$ cat config.mk
export PLATFORM = sky130hd
export DESIGN_NAME = spm_core
export DESIGN_NICKNAME = d
export VERILOG_FILES = /design/src/core/spm_pkg.sv /design/src/core/spm_rxbuf.sv /design/src/core/spm_core.sv
export SDC_FILE = /design/constraint.sdc
export NUM_CORES = 1
export LEC_CHECK = 0
export BUFFER_PORTS_ARGS = -buffer_cell sky130_fd_sc_hd__buf_4
export CAP_MARGIN = 20
export CORE_ASPECT_RATIO = 1.25
export CORE_UTILIZATION = 45
export DETAILED_ROUTE_END_ITERATION = 7
export GPL_TIMING_DRIVEN = 1
export PLACE_DENSITY = 0.76
export SETUP_SLACK_MARGIN = 0.15
export SLEW_MARGIN = 0
export SYNTH_ARGS = -nofsm -noshare
export SYNTH_HDL_FRONTEND = slang
export SYNTH_SLANG_ARGS = --single-unit
$ cat constraint.sdc
create_clock -name i_clk -period 2.5 [get_ports i_clk]
set_input_delay 0.75 -clock i_clk [delete_from_list [all_inputs] [get_ports i_clk]]
set_output_delay 0.75 -clock i_clk [all_outputs]
set_load 0.01 [all_outputs]
$ cat src/core/spm_pkg.sv
// Purpose: Shared constants and types of the serial peripheral port
// Assumes: One system clock; every pin input is synchronised inside the core
// Notes:   Configuration travels as one packed word of type spm_cfg_t
package spm_pkg;

  // ==========================================================================
  // Role codes and sizes
  // ==========================================================================
  localparam logic [1:0] ROLE_SLAVE   = 2'h2;
  localparam logic [1:0] ROLE_MASTER  = 2'h3;
  localparam int         CHAR_W       = 9;
  localparam logic [3:0] LEN_EIGHT    = 4'h8;
  localparam logic [3:0] LEN_NINE     = 4'h9;
  localparam int         RXBUF_DEPTH  = 2;

  // ==========================================================================
  // Timing counts in system clock cycles or SCK cycles
  // ==========================================================================
  localparam logic [1:0] SYNC_CYC     = 2'h2;  // Enable and disable settling
  localparam logic [1:0] DRE_DLY      = 2'h3;  // Holding empty to flag
  localparam logic [1:0] SLV_LOAD_SCK = 2'h3;  // SCK cycles before slave load

  // ==========================================================================
  // Reset values
  // ==========================================================================
  localparam logic [15:0] CFG_RESET   = 16'h0000;
  localparam logic [8:0]  SHIFT_RESET = 9'h000;

  // ==========================================================================
  // Types
  // ==========================================================================
  typedef struct packed {
    logic [1:0] role;        // role_select_field
    logic       clock_idle_level;        // clock_idle_level
    logic       clock_sample_phase;        // clock_sample_phase
    logic       bit_order;        // bit_order, 1 sends LSB first
    logic       character_length;      // character_length, 1 selects nine bits
    logic       hw_select_enable;       // hw_select_enable
    logic       immediate_overflow_notice;        // immediate_overflow_notice
    logic [7:0] baud;        // Rate divider
  } spm_cfg_t;

  typedef struct packed {
    logic [8:0] data;
    logic       ovf;         // Overflow marker travelling with the data
  } spm_rx_t;

  typedef enum logic [1:0] {
    EN_OFF     = 2'b00,
    EN_RISING  = 2'b01,
    EN_ON      = 2'b10,
    EN_FALLING = 2'b11
  } spm_en_t;

  typedef enum logic [1:0] {
    M_IDLE = 2'b00,
    M_LEAD = 2'b01,
    M_XFER = 2'b10,
    M_TAIL = 2'b11
  } spm_mst_t;

endpackage

$ cat src/core/spm_rxbuf.sv
// Purpose: Two-level receive buffer with overflow detection and marker
// Assumes: Push and pop are single-cycle strobes on the system clock
// Notes:   A pop is served before a push in the same cycle
module spm_rxbuf
  import spm_pkg::*;
(
  input  wire logic    i_clk,
  input  wire logic    i_reset_n,
  input  wire logic    i_flush,
  input  wire logic    i_push,
  input  wire logic [8:0] i_push_data,
  input  wire logic    i_pop,
  input  wire logic    i_immediate_overflow_notice,
  output logic         o_valid,
  output spm_rx_t      o_head,
  output logic         o_ovf_now
);

  spm_rx_t    mem_r [RXBUF_DEPTH];
  logic [1:0] cnt_r;
  logic       pop;
  logic       full;

  assign pop     = i_pop && (cnt_r != 2'h0);
  assign full    = (cnt_r == 2'h2) && !pop;
  assign o_valid = (cnt_r != 2'h0);
  assign o_head  = mem_r[0];

  // ==========================================================================
  // Storage and level
  // ==========================================================================
  always_ff @(posedge i_clk or negedge i_reset_n) begin
    if (!i_reset_n) begin
      cnt_r     <= 2'h0;
      o_ovf_now <= 1'b0;
      mem_r[0]  <= '0;
      mem_r[1]  <= '0;
    end else if (i_flush) begin
      cnt_r     <= 2'h0;
      o_ovf_now <= 1'b0;
      mem_r[0]  <= '0;
      mem_r[1]  <= '0;
    end else begin
      o_ovf_now <= i_push && full;
      // Head advances on a read
      if (pop) begin
        mem_r[0] <= mem_r[1];
        mem_r[1] <= '0;
      end
      if (i_push && !full) begin
        if ((cnt_r == 2'h0) || (pop && cnt_r == 2'h1)) begin
          mem_r[0] <= '{data: i_push_data, ovf: 1'b0};
        end else begin
          mem_r[1] <= '{data: i_push_data, ovf: 1'b0};
        end
        cnt_r <= pop ? cnt_r : cnt_r + 2'h1;
      end else if (i_push && full) begin
        // Incoming character dropped; marker rides on newest entry unless immediate notice is set
        if (!i_immediate_overflow_notice) begin
          mem_r[1].ovf <= 1'b1;
        end
      end else if (pop) begin
        cnt_r <= cnt_r - 2'h1;
      end
    end
  end

endmodule

$ cat src/core/spm_core.sv
// Purpose: Serial peripheral port of the serial_comm_module, master or slave
// Assumes: Pins are asynchronous and pass two flip-flops; baud of 3 or more
// Notes:   Control bits are plain ports; writes are single-cycle strobes
//
// Summary of operation
// - Protected config writes dropped while enabled, deferred while disabling
// - Role field 0x2 slave, 0x3 master
// - Characters of eight or nine bits
// - Soft reset clears all but debug control
// - Master SCK from 8-bit rate divider
// - Slave shifts on the incoming SCK
// - One data port: write holding, read receive head
// - Four clock modes sample and set up on opposite edges
// - Holding moves when shift register empty, then empty flag
// - Received character buffered on last bit, done flag
// - Master transfer done when nothing left to send
// - Select low starts, high ends; one received per sent
// - Master drives select when hardware select enabled
// - Slave idle, MISO released while select high
// - Slave transfer done on select returning high
// - Slave data loadable after three SCK cycles, at boundary
// - Late slave data sends previous received character
// - Empty flag three clocks after holding empties
// - Overflow status sticky, cleared by write or receiver off
// - Immediate notice sets overflow on overflow
// - Marker reaches head: overflow, error, done, zero data
// - Access guard locks config except while debug halted or for debugger accesses
// - Debug stop halts baud generator during debug halt
module spm_core
  import spm_pkg::*;
(
  input  wire logic       i_clk,
  input  wire logic       i_reset_n,
  // Control
  input  wire logic       i_enable,
  input  wire logic       i_soft_reset,
  input  wire logic       i_cfg_wr,
  input  spm_cfg_t        i_cfg,
  input  wire logic       i_receiver_on_wr,
  input  wire logic       i_receiver_on,
  input  wire logic       i_dbg_wr,
  input  wire logic       i_dbg_stop,
  input  wire logic       i_guard_lock,
  input  wire logic       i_cpu_dbg_halt,
  input  wire logic       i_ext_dbg_access,
  // Data and flags
  input  wire logic       i_data_wr,
  input  wire logic [8:0] i_data_wdata,
  input  wire logic       i_data_rd,
  input  wire logic       i_clr_txc,
  input  wire logic       i_clr_ovf,
  input  wire logic       i_clr_err,
  output logic [8:0]      o_data_rdata,
  output logic            o_tx_empty,
  output logic            o_rx_done,
  output logic            o_tx_done,
  output logic            o_err,
  output logic            o_overflow,
  output logic            o_enabled,
  output spm_cfg_t        o_cfg,
  // Pins
  input  wire logic       i_sck,
  input  wire logic       i_mosi,
  input  wire logic       i_miso,
  input  wire logic       i_ss_n,
  output logic            o_sck,
  output logic            o_sck_oe_n,
  output logic            o_mosi,
  output logic            o_mosi_oe_n,
  output logic            o_miso,
  output logic            o_miso_oe_n,
  output logic            o_ss_n,
  output logic            o_ss_oe_n
);

  // ==========================================================================
  // Declarations
  // ==========================================================================
  spm_en_t    en_st_r;
  logic [1:0] en_cnt_r;
  spm_cfg_t   cfg_r, pend_cfg_r;
  logic       pend_r, receiver_on_r, dbg_stop_r;
  logic       wr_ok, srst, run, master, slave;
  logic [3:0] sync1_r, sync2_r;
  logic       sck_d_r, ss_d_r;
  logic       sck_s, mosi_s, miso_s, ss_s;
  logic [8:0] hold_r, sh_r;
  logic       hold_v_r;
  logic [1:0] hold_age_r, dre_cnt_r;
  logic [3:0] len, bcnt_r;
  logic [4:0] ecnt_r;
  logic       last_edge;
  logic       dout_r, lead_ev, trail_ev, sample_ev, setup_ev;
  logic       in_bit, done_char, load_now, hold_ready;
  spm_mst_t   mst_r;
  logic [7:0] bcount_r;
  logic       tick, sck_r, more_r, baud_halt;
  logic       txc_set, ss_rise, ovf_set, err_set;
  logic       rx_valid, rx_ovf_now;
  spm_rx_t    rx_head;

  assign master = (cfg_r.role == ROLE_MASTER);
  assign slave  = (cfg_r.role == ROLE_SLAVE);
  assign run    = (en_st_r == EN_ON);
  assign srst   = i_soft_reset;
  assign len    = cfg_r.character_length ? LEN_NINE : LEN_EIGHT;
  assign o_cfg  = cfg_r;
  assign o_enabled = (en_st_r != EN_OFF);

  // Guard lifted during debug halt and for debugger accesses
  assign wr_ok = !i_guard_lock || i_cpu_dbg_halt || i_ext_dbg_access;

  // ==========================================================================
  // Enable sequencing and protected configuration
  // ==========================================================================
  always_ff @(posedge i_clk or negedge i_reset_n) begin
    if (!i_reset_n) begin
      en_st_r    <= EN_OFF;
      en_cnt_r   <= 2'h0;
      cfg_r      <= CFG_RESET;
      pend_cfg_r <= CFG_RESET;
      pend_r     <= 1'b0;
    end else if (srst) begin
      en_st_r    <= EN_OFF;
      en_cnt_r   <= 2'h0;
      cfg_r      <= CFG_RESET;
      pend_cfg_r <= CFG_RESET;
      pend_r     <= 1'b0;
    end else begin
      en_cnt_r <= (en_cnt_r == 2'h0) ? 2'h0 : en_cnt_r - 2'h1;
      unique case (en_st_r)
        EN_OFF: begin
          if (i_cfg_wr && wr_ok) begin
            cfg_r <= i_cfg;
          end
          if (i_enable) begin
            en_st_r  <= EN_RISING;
            en_cnt_r <= SYNC_CYC;
          end
        end
        EN_RISING: begin
          if (en_cnt_r == 2'h1) begin
            en_st_r <= EN_ON;
          end
        end
        EN_ON: begin
          if (!i_enable) begin
            en_st_r  <= EN_FALLING;
            en_cnt_r <= SYNC_CYC;
          end
        end
        EN_FALLING: begin
          // Writes made while shutting down land afterwards
          if (i_cfg_wr && wr_ok) begin
            pend_cfg_r <= i_cfg;
            pend_r     <= 1'b1;
          end
          if (en_cnt_r == 2'h1) begin
            en_st_r <= EN_OFF;
            if (pend_r) begin
              cfg_r <= pend_cfg_r;
            end
            pend_r <= 1'b0;
          end
        end
      endcase
    end
  end

  // Receiver enable and debug stop are not enable-protected
  always_ff @(posedge i_clk or negedge i_reset_n) begin
    if (!i_reset_n) begin
      receiver_on_r     <= 1'b0;
      dbg_stop_r <= 1'b0;
    end else begin
      if (srst) begin
        receiver_on_r <= 1'b0;
      end else if (i_receiver_on_wr && wr_ok) begin
        receiver_on_r <= i_receiver_on;
      end
      if (i_dbg_wr && wr_ok) begin
        dbg_stop_r <= i_dbg_stop;
      end
    end
  end

  // ==========================================================================
  // Pin synchronisers: sck, mosi, miso, select
  // ==========================================================================
  always_ff @(posedge i_clk or negedge i_reset_n) begin
    if (!i_reset_n) begin
      sync1_r <= 4'h8;                                       // Select high, SCK idle low
      sync2_r <= 4'h8;
      sck_d_r <= 1'b0;
      ss_d_r  <= 1'b1;
    end else begin
      sync1_r <= {i_ss_n, i_miso, i_mosi, i_sck};
      sync2_r <= sync1_r;
      sck_d_r <= sync2_r[0];
      ss_d_r  <= sync2_r[3];
    end
  end
  assign sck_s  = sync2_r[0];
  assign mosi_s = sync2_r[1];
  assign miso_s = sync2_r[2];
  assign ss_s   = sync2_r[3];
  assign ss_rise = slave && run && ss_s && !ss_d_r;

  // ==========================================================================
  // Baud generator, master sequencer
  // ==========================================================================
  assign baud_halt = dbg_stop_r && i_cpu_dbg_halt;
  assign tick = (bcount_r == cfg_r.baud) && !baud_halt;
  // Last of the 2*len SCK edges; nine-bit characters need 18 edges
  assign last_edge = (ecnt_r == {len - 4'h1, 1'b1});

  always_ff @(posedge i_clk or negedge i_reset_n) begin
    if (!i_reset_n) begin
      bcount_r <= 8'h00;
    end else if (srst || mst_r == M_IDLE || tick) begin
      bcount_r <= 8'h00;
    end else if (!baud_halt) begin
      bcount_r <= bcount_r + 8'h01;
    end
  end

  always_ff @(posedge i_clk or negedge i_reset_n) begin
    if (!i_reset_n) begin
      mst_r  <= M_IDLE;
      sck_r  <= 1'b0;
      ecnt_r <= 5'h00;
    end else if (srst || !run || !master) begin
      mst_r  <= M_IDLE;
      sck_r  <= cfg_r.clock_idle_level;
      ecnt_r <= 5'h00;
    end else begin
      unique case (mst_r)
        M_IDLE: begin
          if (hold_v_r) begin
            mst_r <= M_LEAD;
          end
        end
        M_LEAD: begin
          if (tick) begin
            mst_r <= M_XFER;
          end
        end
        M_XFER: begin
          if (tick) begin
            sck_r  <= ~sck_r;
            ecnt_r <= ecnt_r + 5'h01;
            if (last_edge) begin
              ecnt_r <= 5'h00;
              mst_r  <= more_r ? M_XFER : M_TAIL;
            end
          end
        end
        M_TAIL: begin
          if (tick) begin
            mst_r <= M_IDLE;
          end
        end
      endcase
    end
  end

  // ==========================================================================
  // Edge events shared by both roles
  // ==========================================================================
  always_comb begin
    lead_ev  = 1'b0;
    trail_ev = 1'b0;
    if (run && master && mst_r == M_XFER && tick) begin
      lead_ev  = !ecnt_r[0];
      trail_ev = ecnt_r[0];
    end else if (run && slave && !ss_s) begin
      lead_ev  = (sck_s != cfg_r.clock_idle_level) && (sck_d_r == cfg_r.clock_idle_level);
      trail_ev = (sck_s == cfg_r.clock_idle_level) && (sck_d_r != cfg_r.clock_idle_level);
    end
  end
  // Sample and setup on opposite edges
  assign sample_ev = cfg_r.clock_sample_phase ? trail_ev : lead_ev;
  assign setup_ev  = cfg_r.clock_sample_phase ? lead_ev : trail_ev;
  assign in_bit    = master ? miso_s : mosi_s;
  assign done_char = sample_ev && (bcnt_r == len - 4'h1);
  assign hold_ready = hold_v_r && (master || hold_age_r == SLV_LOAD_SCK);
  assign load_now  = (master && mst_r == M_IDLE && hold_v_r) ||
                     (done_char && hold_ready);

  // ==========================================================================
  // Holding register and empty flag timing
  // ==========================================================================
  always_ff @(posedge i_clk or negedge i_reset_n) begin
    if (!i_reset_n) begin
      hold_r     <= SHIFT_RESET;
      hold_v_r   <= 1'b0;
      hold_age_r <= 2'h0;
      dre_cnt_r  <= 2'h0;
    end else if (srst) begin
      hold_r     <= SHIFT_RESET;
      hold_v_r   <= 1'b0;
      hold_age_r <= 2'h0;
      dre_cnt_r  <= 2'h0;
    end else begin
      if (i_data_wr) begin
        hold_r     <= i_data_wdata;
        hold_v_r   <= 1'b1;
        hold_age_r <= 2'h0;
        dre_cnt_r  <= 2'h0;
      end else if (load_now) begin
        hold_v_r <= 1'b0;
      end else if (!hold_v_r && dre_cnt_r != DRE_DLY) begin
        dre_cnt_r <= dre_cnt_r + 2'h1;
      end
      // Slave data ages in SCK cycles before it may be loaded
      if (!i_data_wr && hold_v_r && sample_ev && hold_age_r != SLV_LOAD_SCK) begin
        hold_age_r <= hold_age_r + 2'h1;
      end
    end
  end
  assign o_tx_empty = !hold_v_r && (dre_cnt_r == DRE_DLY);

  // ==========================================================================
  // Shift register and output bit
  // ==========================================================================
  always_ff @(posedge i_clk or negedge i_reset_n) begin
    if (!i_reset_n) begin
      sh_r   <= SHIFT_RESET;
      dout_r <= 1'b0;
      bcnt_r <= 4'h0;
      more_r <= 1'b0;
    end else if (srst) begin
      sh_r   <= SHIFT_RESET;
      dout_r <= 1'b0;
      bcnt_r <= 4'h0;
      more_r <= 1'b0;
    end else begin
      if (slave && ss_s) begin
        bcnt_r <= 4'h0;
      end else if (sample_ev) begin
        bcnt_r <= done_char ? 4'h0 : bcnt_r + 4'h1;
        if (cfg_r.bit_order) begin
          sh_r <= (sh_r >> 1);
          sh_r[len - 4'h1] <= in_bit;
        end else begin
          sh_r <= {sh_r[7:0], in_bit};
        end
      end
      // Without new data the received character stays to go out
      if (load_now) begin
        sh_r <= hold_r;
        if (!cfg_r.clock_sample_phase) begin
          dout_r <= cfg_r.bit_order ? hold_r[0] : hold_r[len - 4'h1];
        end
      end else if (setup_ev) begin
        dout_r <= cfg_r.bit_order ? sh_r[0] : sh_r[len - 4'h1];
      end
      if (done_char) begin
        more_r <= hold_v_r;
      end
    end
  end

  // ==========================================================================
  // Receive buffer and status flags
  // ==========================================================================
  spm_rxbuf u_rxbuf (
    .i_clk       (i_clk),
    .i_reset_n   (i_reset_n),
    .i_flush     (srst || !receiver_on_r),
    .i_push      (done_char && receiver_on_r),
    .i_push_data (cfg_r.bit_order ? ((sh_r >> 1) | ({8'h00, in_bit} << (len - 4'h1)))
                             : ({sh_r[7:0], in_bit} & (cfg_r.character_length ? 9'h1FF : 9'h0FF))),
    .i_pop       (i_data_rd),
    .i_immediate_overflow_notice      (cfg_r.immediate_overflow_notice),
    .o_valid     (rx_valid),
    .o_head      (rx_head),
    .o_ovf_now   (rx_ovf_now)
  );
  assign o_rx_done    = rx_valid;
  assign o_data_rdata = rx_head.ovf ? 9'h000 : rx_head.data;
  assign ovf_set = (cfg_r.immediate_overflow_notice && rx_ovf_now) ||
                   (rx_valid && rx_head.ovf);
  assign err_set = rx_valid && rx_head.ovf;
  assign txc_set = (master && mst_r == M_XFER && tick &&
                    last_edge && !more_r) ||
                   ss_rise;

  // Sticky flags: a set beats a clear in the same cycle
  always_ff @(posedge i_clk or negedge i_reset_n) begin
    if (!i_reset_n) begin
      o_overflow <= 1'b0;
      o_err      <= 1'b0;
      o_tx_done  <= 1'b0;
    end else if (srst) begin
      o_overflow <= 1'b0;
      o_err      <= 1'b0;
      o_tx_done  <= 1'b0;
    end else begin
      if (ovf_set) begin
        o_overflow <= 1'b1;
      end else if (i_clr_ovf || !receiver_on_r) begin
        o_overflow <= 1'b0;
      end
      if (err_set) begin
        o_err <= 1'b1;
      end else if (i_clr_err) begin
        o_err <= 1'b0;
      end
      if (txc_set) begin
        o_tx_done <= 1'b1;
      end else if (i_clr_txc) begin
        o_tx_done <= 1'b0;
      end
    end
  end

  // ==========================================================================
  // Pin drivers
  // ==========================================================================
  always_ff @(posedge i_clk or negedge i_reset_n) begin
    if (!i_reset_n) begin
      o_sck       <= 1'b0;
      o_sck_oe_n  <= 1'b1;
      o_mosi      <= 1'b0;
      o_mosi_oe_n <= 1'b1;
      o_miso      <= 1'b0;
      o_miso_oe_n <= 1'b1;
      o_ss_n      <= 1'b1;
      o_ss_oe_n   <= 1'b1;
    end else begin
      o_sck       <= sck_r;
      o_sck_oe_n  <= !(run && master);
      o_mosi      <= dout_r;
      o_mosi_oe_n <= !(run && master);
      o_miso      <= dout_r;
      o_miso_oe_n <= !(run && slave && !ss_s);
      o_ss_n      <= (mst_r == M_IDLE);
      o_ss_oe_n   <= !(run && master && cfg_r.hw_select_enable);
    end
  end

endmodule

==> metrics.txt, run 1 <==
result of the run completed; width of the die 108.6 um; Critical Path Max Stage Delay 0.41 ns; number of flops mapped to enable cells by yosys 0; number of iterations in the first detailed-routing pass 5; area added between synthesis and finish 27.09%; later-pin clock latency in the skew report 0.42 ns; YS warnings 0; simple-gate share of the synthesized area 19.11%; worst clock skew 0.007447 ns; Iter 0 DRT Violations 390; Min Hold Slack 0.3301 ns; floorplan core area 13810 um^2; LEAKAGE 3.599 nW; primary flip-flop cell chosen by synthesis mapping sky130_fd_sc_hd__dfrtp_1; number of nets in the layout 827; Arr. time, crit path 2.71 ns; cell repeated most along the worst path sky130_fd_sc_hd__a211oi_1; wirelength, routed 15760 um; detailed-route via count 5285; Hold Fails Final Rpt 0; max-cap violations 0; minimum clock period 2.403 ns; total global-route track usage 21.65%; area of the mapped netlist 6391 um^2; synthesized net count 725; fraction of layout instances using a drive strength above 1 23.81%; areal power density over the cells 812.5 nW/um^2; largest net degree at the start of global routing 67; initial standard-cell utilization of the core 46.27%; mux cell area share after synthesis 7.439%; cell with the largest stage delay on the worst path sky130_fd_sc_hd__nor4_4; number of DRC violations after detailed routing 0; worst vdd ir 0.0004890 V; Final Max Slew Viols 0; remaining max-slew budget at the tightest pin 52.70%; HPWL after detailed placement 10740 um; crit path launch type register; register area share after synthesis 49.47%; portion of the clock cycle consumed by the worst path in the final layout 96.13%; delay-heaviest family, CP simple AND/OR/NAND/NOR gates; share of flip-flops with an asynchronous set or reset after synthesis 100.0%; Clock H-tree levels 4; number of core rows 48; weighted congestion reported at the end of routability-driven placement 0.8190; buffering stage count on the worst path with inverters included 1; fillcell total 1143; remaining global-route overflow 0; synthesized area per cell 9.654 um^2; Die Footprint 14690 um^2; Setup TNS Final 0 ns; global-route wire length before repair 24860 um; gate count after technology mapping 662; number of setup violations in the final report 0; class of the most critical hold timing path in -> async; Boundary Pins 85; required time of the critical path 2.81 ns; count of input and output buffers 84; top area cells in the synthesized netlist sky130_fd_sc_hd__dfrtp_1 (47%), sky130_fd_sc_hd__mux2i_1 (6.7%), sky130_fd_sc_hd__nand2_1 (4.7%), sky130_fd_sc_hd__a211oi_1 (4.6%), sky130_fd_sc_hd__a21oi_1 (4.3%); maximum clock insertion buffer count 2; proportion of netlist area held by the largest area contributor 46.59%; Die Ht 135.2 um; Distinct cells, synth 56; fraction of the mapped netlist area in adder cells 3.328%; TritonCTS sink count 126; startpoint-to-endpoint class of the critical path reg -> reg; Final Total Pwr 6.600 mW; largest area contributor in the netlist sky130_fd_sc_hd__dfrtp_1; antenna violations before repair 0; number of nets with antenna violations after routing 0; via count of the first global-routing pass 5103; register bit total from synthesis 126; nature of the critical path endpoint register; xor-xnor portion of the synthesized cell area 3.152%; total CTS buffers 17; via/cell ratio 5.551; Clock Pin Slew Worst Setup and Hold Paths 0.06 ns; clock tree root driver cell sky130_fd_sc_hd__clkbuf_16; main combinational cell family by area after synthesis simple AND/OR/NAND/NOR gates; CTS tree done; cell-by-cell trace of the critical path xor2_1 > nor4_4 > nand4_1 > a21oi_4 > and3_4 > buf_12 > a211oi_1 > a211oi_1; Highest Clock Rate 0.4161 GHz; hold bufs inserted after CTS 0; unrepaired setup endpoints after global routing true; total inserted antenna cells 0; average detailed-routed wire length per instance 16.55 um; Max FO, Critical Path 11; measured slew at the worst slew-check pin 0.7072 ns; share of the synthesized area in compound gates (AO/OA/AOI/OAI) 13.55%
## registers in the layout (all words and copies together), names as in the netlist, 2 cells and up
name,count
hold_age_r,2
mst_r,2
dre_cnt_r,2
u_rxbuf.o_head,10
en_st_r,2
sync1_r,4
en_cnt_r,2
bcnt_r,4
pend_cfg_r,16
sh_r,9
ecnt_r,5
sync2_r,4
u_rxbuf.mem_r,10
o_cfg,16
bcount_r,8
u_rxbuf.cnt_r,2
hold_r,9
## layout by cell type (no fill, tap or decap), drive strengths merged, types with 8 or more instances in the layout
cell | synthesis | layout
clkinv | 0 | 8
nor2b | 16 | 16
nor3 | 9 | 9
a21oi | 56 | 56
nand3 | 16 | 16
ha | 17 | 17
or2 | 10 | 10
inv | 21 | 21
and2 | 11 | 11
nor2 | 67 | 67
xor2 | 16 | 16
a211oi | 39 | 40
o21ai | 18 | 18
dfrtp | 119 | 119
clkbuf | 32 | 21
mux2i | 43 | 43
nand2 | 81 | 81
buf | 10 | 122
o211ai | 9 | 9
## synth_stat cells (3+ instances only)
| cell type | instances |
|---|---|
| sky130_fd_sc_hd__a211oi_1 | 39 |
| sky130_fd_sc_hd__a21oi_1 | 55 |
| sky130_fd_sc_hd__a31oi_1 | 4 |
| sky130_fd_sc_hd__and2_1 | 10 |
| sky130_fd_sc_hd__and3_1 | 7 |
| sky130_fd_sc_hd__buf_1 | 3 |
| sky130_fd_sc_hd__buf_2 | 4 |
| sky130_fd_sc_hd__buf_4 | 3 |
| sky130_fd_sc_hd__clkbuf_1 | 32 |
| sky130_fd_sc_hd__dfrtp_1 | 119 |
| sky130_fd_sc_hd__dfstp_2 | 7 |
| sky130_fd_sc_hd__ha_1 | 17 |
| sky130_fd_sc_hd__inv_1 | 21 |
| sky130_fd_sc_hd__mux2i_1 | 43 |
| sky130_fd_sc_hd__nand2_1 | 80 |
| sky130_fd_sc_hd__nand2b_1 | 4 |
| sky130_fd_sc_hd__nand3_1 | 16 |
| sky130_fd_sc_hd__nand3b_1 | 5 |
| sky130_fd_sc_hd__nand4_1 | 6 |
| sky130_fd_sc_hd__nor2_1 | 67 |
| sky130_fd_sc_hd__nor2b_1 | 16 |
| sky130_fd_sc_hd__nor3_1 | 9 |
| sky130_fd_sc_hd__o211ai_1 | 9 |
| sky130_fd_sc_hd__o21ai_0 | 18 |
| sky130_fd_sc_hd__or2_0 | 8 |
| sky130_fd_sc_hd__xnor2_1 | 7 |
| sky130_fd_sc_hd__xor2_1 | 16 |
## per-stage QoR
step	cells	setup slack, ns	area (um^2)	utilization, %
4_1_cts	938	0.1285	7906	57.24
5_1_grt	952	-0.06906	8123	58.80
2_1_floorplan	662	0.2319	6391	-
3_5_place_dp	902	-0.008610	7289	52.77
3_3_place_gp	902	0.08919	7289	52.77
6_report	952	0.09676	8123	58.80
## final cells by class
class,instances,area (um^2),area share [%]
clock inverters,13,118.9,1.463
multi-input cells,474,3075,37.86
clock buffers,19,442.9,5.453
inverters,21,78.83,0.9704
flip-flops and latches,126,3162,38.92
repair buffers,124,1026,12.63
well taps,175,219.0,2.696
## cells by family after synthesis
kind of cell               after synthesis
and+or+nand+nor                        249
AOI/OAI and AO/OA                      138
DFF                                    126
buffers and inverters                   63
xor gates and xnor gates                23
adders and majority gates               17
muxes                                   46
## report_power, final
group	switching [mW]	internal (mW)	leakage, nW
combinational	0.984	0.797	1.64
sequential	0.256	2.26	1.69
clock	0.912	1.39	0.265
## worst paths after layout
| path | from | end | slack (ns) | depth (start not counted) |
|---|---|---|---|---|
| max | o_cfg[1] | u_rxbuf.o_head[4] | 0.1 | 8 |
| max reg2reg | o_cfg[1] | u_rxbuf.o_head[4] | 0.1 | 8 |
| max in group asynchronous | i_reset_n | o_ss_n | 1.81 | 2 |
| min reg2reg | sync1_r[1] | sync2_r[1] | 0.35 | 0 |
| min in group i_clk | sync1_r[1] | sync2_r[1] | 0.35 | 0 |
| min | i_reset_n | pend_r | 0.33 | 2 |
## per-layer routing
metal	vias to the layer above	wire (um)	share of wire, %	global-route usage, %
met1	2556	6481	41	27.57
li1	2506	-	-	-
met4	0	398	2.5	8.108
met2	185	8108	51	36.25
met5	-	0	0	0
met3	38	771	4.9	4.233
## what timing repair did
action	CTS	global route
endpoints found under the setup margin	23	53
pin swaps	4	13
cloned	1	2
gates resized for setup	3	19
setup buffers	3	12
No activity file was read; power rests on OpenSTA's default activity.
==> run 2: changes to the inputs <==
--- a/config.mk
+++ b/config.mk
@@ -6,12 +6,11 @@
 export NUM_CORES = 1
 export LEC_CHECK = 0
 export BUFFER_PORTS_ARGS = -buffer_cell sky130_fd_sc_hd__buf_4
-export CAP_MARGIN = 20
-export CORE_ASPECT_RATIO = 1.25
+export CAP_MARGIN = 30
 export CORE_UTILIZATION = 45
 export DETAILED_ROUTE_END_ITERATION = 7
 export GPL_TIMING_DRIVEN = 1
-export PLACE_DENSITY = 0.76
+export PLACE_DENSITY = 0.78
 export SETUP_SLACK_MARGIN = 0.15
 export SLEW_MARGIN = 0
 export SYNTH_ARGS = -nofsm -noshare
==> constraint.sdc (replaced) <==
create_clock -name i_clk -period 2 [get_ports i_clk]
set_input_delay 0.6 -clock i_clk [delete_from_list [all_inputs] [get_ports i_clk]]
set_output_delay 0.6 -clock i_clk [all_outputs]
set_load 0.01 [all_outputs]
==> run 2 against run 1 <==
Effect of this change:
- the run now ends with negative setup slack left
- sequential cell count is the same
- maximum frequency grew 5.5%
- sequential power grew 25%
- critical path depth shrank 1
- worst setup slack lost 0.37 ns
- clock-buffer cell count grew 7
- total power grew 49%
- critical endpoint is now dout_r
- largest cell class is now multi-input combinational cells
==> metrics.txt, run 2 (synthesized netlist as in run 1, its figures left out) <==
result of the run finished, violations left (was completed); violations in the final reports negative setup slack; number of nets with antenna violations after routing 0 (unchanged); via count of the first global-routing pass 5853 (was 5103); met2 capacity usage during global routing 41.36% (was 36.25%); worst clock skew 0.01742 ns (was 0.007447 ns); global-route wire length before repair 28250 um (was 24860 um); minimum setup slack in the final design -0.2780 ns (was 0.09676 ns); depth of the critical timing path with buffers and inverters included 7 (was 8); Critical Path Max Stage Delay 0.50 ns (was 0.41 ns); total CTS buffers 17 (unchanged); antenna violations before repair 0 (unchanged); number of iterations in the first detailed-routing pass 6 (was 5); number of setup violations in the final report 45 (was 0); crit path launch type register (unchanged); width of the die 121.2 um (was 108.6 um); Final Max Slew Viols 0 (unchanged); total inserted antenna cells 0 (unchanged); portion of the clock cycle consumed by the worst path in the final layout 113.9% (was 96.13%); number of core rows 43 (was 48); final cell area excluding filler cells 9248 um^2 (was 8123 um^2); Min Hold Slack 0.1319 ns (was 0.3301 ns); startpoint-to-endpoint class of the critical path reg -> reg (unchanged); unrepaired setup endpoints after global routing true (unchanged); TritonCTS sink count 126 (unchanged); required time of the critical path 2.33 ns (was 2.81 ns); Max FO, Critical Path 4 (was 11); Reg2Reg Setup Slack -0.28 ns (was 0.1 ns); path depth of the worst reg2reg path 7 (was 8); Highest Clock Rate 0.4390 GHz (was 0.4161 GHz); hold bufs inserted after CTS 0 (unchanged); commonest non-fill, non-tap cell in the layout sky130_fd_sc_hd__buf_4 (was sky130_fd_sc_hd__dfrtp_1); wirelength, routed 18410 um (was 15760 um); remaining global-route overflow 0 (unchanged); measured slew at the worst slew-check pin 0.5258 ns (was 0.7072 ns); met1 global-route usage 30.12% (was 27.57%); peak-usage layer in the global routing report met2 (unchanged); minimum clock period 2.278 ns (was 2.403 ns); worst slack at placement -0.2194 ns (was -0.008610 ns); Die Footprint 14680 um^2 (was 14690 um^2); areal power density over the cells 1062 nW/um^2 (was 812.5 nW/um^2); final core utilization 66.62% (was 58.80%); clock tree root driver cell sky130_fd_sc_hd__clkbuf_16 (unchanged); fraction of layout instances using a drive strength above 1 37.67% (was 23.81%); detailed-route via count 5836 (was 5285); number of DRC violations after detailed routing 0 (unchanged); largest net degree at the start of global routing 37 (was 67); LEAKAGE 4.122 nW (was 3.599 nW); CTS tree done (unchanged); delay-heaviest family, CP multiplexers (was simple AND/OR/NAND/NOR gates); later-pin clock latency in the skew report 0.44 ns (was 0.42 ns); floorplan core area 13880 um^2 (was 13810 um^2); max-cap violations 0 (unchanged); top library cells by usage in the layout, fill and taps aside sky130_fd_sc_hd__buf_4 (183), sky130_fd_sc_hd__dfrtp_1 (117), sky130_fd_sc_hd__nand2_1 (79) (was sky130_fd_sc_hd__dfrtp_1 (119), sky130_fd_sc_hd__buf_4 (115), sky130_fd_sc_hd__nand2_1 (79)); worst vdd ir 0.0009712 V (was 0.0004890 V); Final Total Pwr 9.821 mW (was 6.600 mW); Iter 0 DRT Violations 477 (was 390); via/cell ratio 5.612 (was 5.551); cell-by-cell trace of the critical path xnor2_2 > mux2i_1 > nor2_1 > a32oi_1 > and2_4 > mux4_2 > a221oi_2 (was xor2_1 > nor4_4 > nand4_1 > a21oi_4 > and3_4 > buf_12 > a211oi_1 > a211oi_1); buffering stage count on the worst path with inverters included 0 (was 1); nature of the critical path endpoint register (unchanged); average detailed-routed wire length per instance 17.70 um (was 16.55 um); Boundary Pins 85 (unchanged); class of the most critical hold timing path in -> async (unchanged); Post-Place Cell Area 7963 um^2 (was 7289 um^2); Clock Pin Slew Worst Setup and Hold Paths 0.06 ns (about the same); Arr. time, crit path 2.61 ns (was 2.71 ns); Hold Fails Final Rpt 0 (unchanged); met3 capacity usage during global routing 5.545% (was 4.233%); weighted congestion reported at the end of routability-driven placement 0.8189 (was 0.8190); maximum clock insertion buffer count 2 (unchanged); total global-route track usage 24.95% (was 21.65%); launch instance of the worst register-to-register path o_cfg[12] (was o_cfg[1]); initial standard-cell utilization of the core 46.04% (was 46.27%); cell with the largest stage delay on the worst path sky130_fd_sc_hd__mux4_2 (was sky130_fd_sc_hd__nor4_4); Clock H-tree levels 4 (unchanged); count of input and output buffers 84 (unchanged); capture point of the worst reg-to-reg path dout_r (was u_rxbuf.o_head[4]); remaining max-slew budget at the tightest pin 63.95% (was 52.70%); HPWL after detailed placement 11830 um (was 10740 um); area added between synthesis and finish 44.69% (was 27.09%); Die Ht 121.2 um (was 135.2 um); number of nets in the layout 911 (was 827)
## run 2: cell types whose count changed in the layout (fill, tap and decap cells not counted), sizes merged
cell | previous run | this run
bufinv | 1 | 3
a211oi | 40 | 39
buf | 122 | 207
clkinv | 8 | 1
bufbuf | 0 | 1
clkinvlp | 4 | 1
clkbuf | 21 | 27
## run 2: how the worst max path moves through the flow
stage                            start                to  slack (ns)
after floorplan              o_cfg[13]            dout_r       -0.21
after global placement    i_guard_lock         o_cfg[11]       -0.26
after detailed placement   bcount_r[1]  u_rxbuf.cnt_r[0]       -0.22
after CTS                   en_st_r[0]  u_rxbuf.mem_r[6]       -0.19
after global routing          o_cfg[2]            dout_r       -0.39
final                        o_cfg[12]            dout_r       -0.28
## run 2: report_power, final
part / internal, mW / switching [mW] / leakage, nW / total, mW
Combinational: 1.82 / 1.66 / 2.14 / 3.47
Sequential: 2.83 / 0.310 / 1.69 / 3.14
Clock: 2.12 / 1.09 / 0.297 / 3.21
## run 2: metrics by stage
step	cells	setup TNS [ns]
2_1_floorplan	662	-0.7591
3_3_place_gp	973	-8.024
3_5_place_dp	974	-6.041
4_1_cts	1027	-5.093
5_1_grt	1040	-12.04
6_report	1040	-6.568
## run 2: layout make-up
type                            instances  area [um^2]
Clock inverter                          5        102.6
Fill cell                             980         4633
Inverter                               21        86.33
Tap cell                              180        225.2
Clock buffer                           26        509.2
Timing Repair Buffer                  209         1803
Multi-Input combinational cell        473         3357
Sequential cell                       126         3164
## run 2: routing by layer
metal | routed length (um) | part of all wire [%] | vias up
met4 | 728 | 4.0 | 0
met2 | 9249 | 50 | 232
met3 | 966 | 5.2 | 65
met1 | 7465 | 41 | 2875
li1 | - | - | 2664
met5 | 0 | 0 | -
## run 2: what timing repair did
action	4_1_cts	5_1_grt
setup buffers	19	10
setup endpoints to repair	64	75
hold endpoints to repair	0	0
resized for setup	53	33
gates cloned	3	3
pin swaps	32	10
==> run 3: changes to the inputs <==
--- a/config.mk
+++ b/config.mk
@@ -7,10 +7,12 @@
 export LEC_CHECK = 0
 export BUFFER_PORTS_ARGS = -buffer_cell sky130_fd_sc_hd__buf_4
 export CAP_MARGIN = 30
-export CORE_UTILIZATION = 45
+export CELL_PAD_IN_SITES_DETAIL_PLACEMENT = 1
+export CELL_PAD_IN_SITES_GLOBAL_PLACEMENT = 2
+export CORE_UTILIZATION = 33
 export DETAILED_ROUTE_END_ITERATION = 7
 export GPL_TIMING_DRIVEN = 1
-export PLACE_DENSITY = 0.78
+export PLACE_DENSITY = 0.87
 export SETUP_SLACK_MARGIN = 0.15
 export SLEW_MARGIN = 0
 export SYNTH_ARGS = -nofsm -noshare
==> run 3 against run 2 <==
Effect of this change:
- the flow still finishes with violations (negative setup slack)
- worst hold slack worse by 0.030 ns
- final area is 0.85% higher
- sequential cell count stayed put
==> metrics.txt, run 3 (synthesized netlist as in run 1, its figures left out) <==
result of the run finished, violations left (unchanged); violations in the final reports negative setup slack (unchanged); minimum setup slack in the final design -0.3400 ns (was -0.2780 ns); weighted congestion reported at the end of routability-driven placement 0.7689 (was 0.8189); crit path launch type register (unchanged); CTS tree done (unchanged); areal power density over the cells 1006 nW/um^2 (was 1062 nW/um^2); Setup TNS Final -9.652 ns (was -6.568 ns); measured slew at the worst slew-check pin 0.5613 ns (was 0.5258 ns); area added between synthesis and finish 45.93% (was 44.69%); largest net degree at the start of global routing 58 (was 37); TritonCTS sink count 126 (unchanged); Clock Pin Slew Worst Setup and Hold Paths 0.06 ns (about the same); number of setup violations in the final report 45 (unchanged); number of nets in the layout 905 (was 911); remaining max-slew budget at the tightest pin 62.58% (was 63.95%); startpoint-to-endpoint class of the critical path reg -> reg (unchanged); antenna violations before repair 0 (unchanged); number of iterations in the first detailed-routing pass 4 (was 6); top library cells by usage in the layout, fill and taps aside sky130_fd_sc_hd__buf_4 (177), sky130_fd_sc_hd__dfrtp_1 (115), sky130_fd_sc_hd__nand2_1 (76) (was sky130_fd_sc_hd__buf_4 (183), sky130_fd_sc_hd__dfrtp_1 (117), sky130_fd_sc_hd__nand2_1 (79)); Cells after DPL 1057 (was 974); Clock H-tree levels 4 (unchanged); total global-route track usage 20.39% (was 24.95%); max-cap violations 0 (unchanged); required time of the critical path 2.34 ns (was 2.33 ns); fraction of layout instances using a drive strength above 1 38.34% (was 37.67%); HPWL after detailed placement 13840 um (was 11830 um); worst slack at placement -0.3561 ns (was -0.2194 ns); hold bufs inserted after CTS 0 (unchanged); Final Max Slew Viols 0 (unchanged); total inserted antenna cells 0 (unchanged); worst vdd ir 0.0007077 V (was 0.0009712 V); worst clock skew 0.007928 ns (was 0.01742 ns); Arr. time, crit path 2.68 ns (was 2.61 ns); number of DRC violations after detailed routing 0 (unchanged); average detailed-routed wire length per instance 18.39 um (was 17.70 um); fillcell total 2052 (was 980); LEAKAGE 4.092 nW (was 4.122 nW); Iter 0 DRT Violations 240 (was 477); minimum clock period 2.340 ns (was 2.278 ns); total CTS buffers 17 (unchanged); floorplan core area 18830 um^2 (was 13880 um^2); post-route insts no fill 1113 (was 1040); number of core rows 50 (was 43); via count of the first global-routing pass 6023 (was 5853); Max FO, Critical Path 7 (was 4); detailed-route via count 5649 (was 5836); portion of the clock cycle consumed by the worst path in the final layout 117.0% (was 113.9%); global-route wire length before repair 31280 um (was 28250 um); Boundary Pins 85 (unchanged); remaining global-route overflow 0 (unchanged); via/cell ratio 5.075 (was 5.612); nature of the critical path endpoint register (unchanged); Min Hold Slack 0.1014 ns (was 0.1319 ns); wirelength, routed 20470 um (was 18410 um); width of the die 141.2 um (was 121.2 um); later-pin clock latency in the skew report 0.42 ns (was 0.44 ns); commonest non-fill, non-tap cell in the layout sky130_fd_sc_hd__buf_4 (unchanged); Die Ht 141.2 um (was 121.2 um); count of input and output buffers 84 (unchanged); maximum clock insertion buffer count 2 (unchanged); number of nets with antenna violations after routing 0 (unchanged); Hold Fails Final Rpt 0 (unchanged); class of the most critical hold timing path in -> async (unchanged); initial standard-cell utilization of the core 33.94% (was 46.04%); Die Footprint 19930 um^2 (was 14680 um^2); Highest Clock Rate 0.4273 GHz (was 0.4390 GHz); unrepaired setup endpoints after global routing true (unchanged); clock tree root driver cell sky130_fd_sc_hd__clkbuf_16 (unchanged)
[run 3: changes by cell type in the layout (fill, tap and decap cells not counted), sizes merged]
cell    delta
clkinv     +1
buf        -8
bufbuf     -1
clkbuf     +1
[run 3: routing by layer]
| metal | part of all wire, % | vias up | track usage (%) |
|---|---|---|---|
| met5 | 0 | - | 0 |
| met4 | 2.0 | 0 | 6.636 |
| met3 | 3.2 | 30 | 4.144 |
| met2 | 52 | 109 | 35.59 |
| met1 | 43 | 2858 | 25.11 |
| li1 | - | 2652 | - |
[run 3: cell type report]
class                           count  area [um^2]  share of cell area, %
Sequential cell                   126         3167                  33.95
Clock buffer                       24        491.7                  5.272
Tap cell                          260        325.3                  3.488
Clock inverter                      6        107.6                  1.154
Inverter                           21        83.83                 0.8988
Multi-Input combinational cell    473         3372                  36.16
Timing Repair Buffer              203         1779                  19.08
[run 3: critical path: stages (launching register included)]
cell and delay, ns:
sky130_fd_sc_hd__dfrtp_2 0.44, sky130_fd_sc_hd__xor2_2 0.20, sky130_fd_sc_hd__nor4_4 0.34, sky130_fd_sc_hd__nand4_1 0.23, sky130_fd_sc_hd__a21oi_4 0.29, sky130_fd_sc_hd__nand4_4 0.18
sky130_fd_sc_hd__buf_8 0.19, sky130_fd_sc_hd__or2_4 0.23, sky130_fd_sc_hd__a21oi_2 0.16
[run 3: per-stage QoR]
stage               util (%)  cell area [um^2]  power [mW]
finish                 49.53              9326       9.386
global route           49.53              9326       9.794
CTS                    47.14              8876       9.149
detailed placement     42.87              8073       5.813
global placement       42.79              8058       5.652
floorplan                  -              6616       4.515
[run 3: worst paths after layout]
path	startpoint	endpoint	slack [ns]	cells past startpoint
min reg2reg	sync1_r[2]	sync2_r[2]	0.34	0
max reg2reg	bcount_r[6]	u_rxbuf.mem_r[4]	-0.34	8
max	bcount_r[6]	u_rxbuf.mem_r[4]	-0.34	8
max in group asynchronous	i_reset_n	o_miso_oe_n	1.20	2
min in group i_clk	i_ss_n	sync1_r[3]	0.29	1
min	i_reset_n	pend_cfg_r[5]	0.10	1
[run 3: power breakdown]
group	internal (mW)	switching, mW
sequential	2.83	0.291
clock	2.07	1.10
combinational	1.53	1.56
[run 3: timing repair]
action                                  4_1_cts  5_1_grt
gates resized for setup                      32       60
pin swaps                                    20       43
setup buffers                                10       11
cloned                                        1        4
endpoints found under the setup margin       63       65
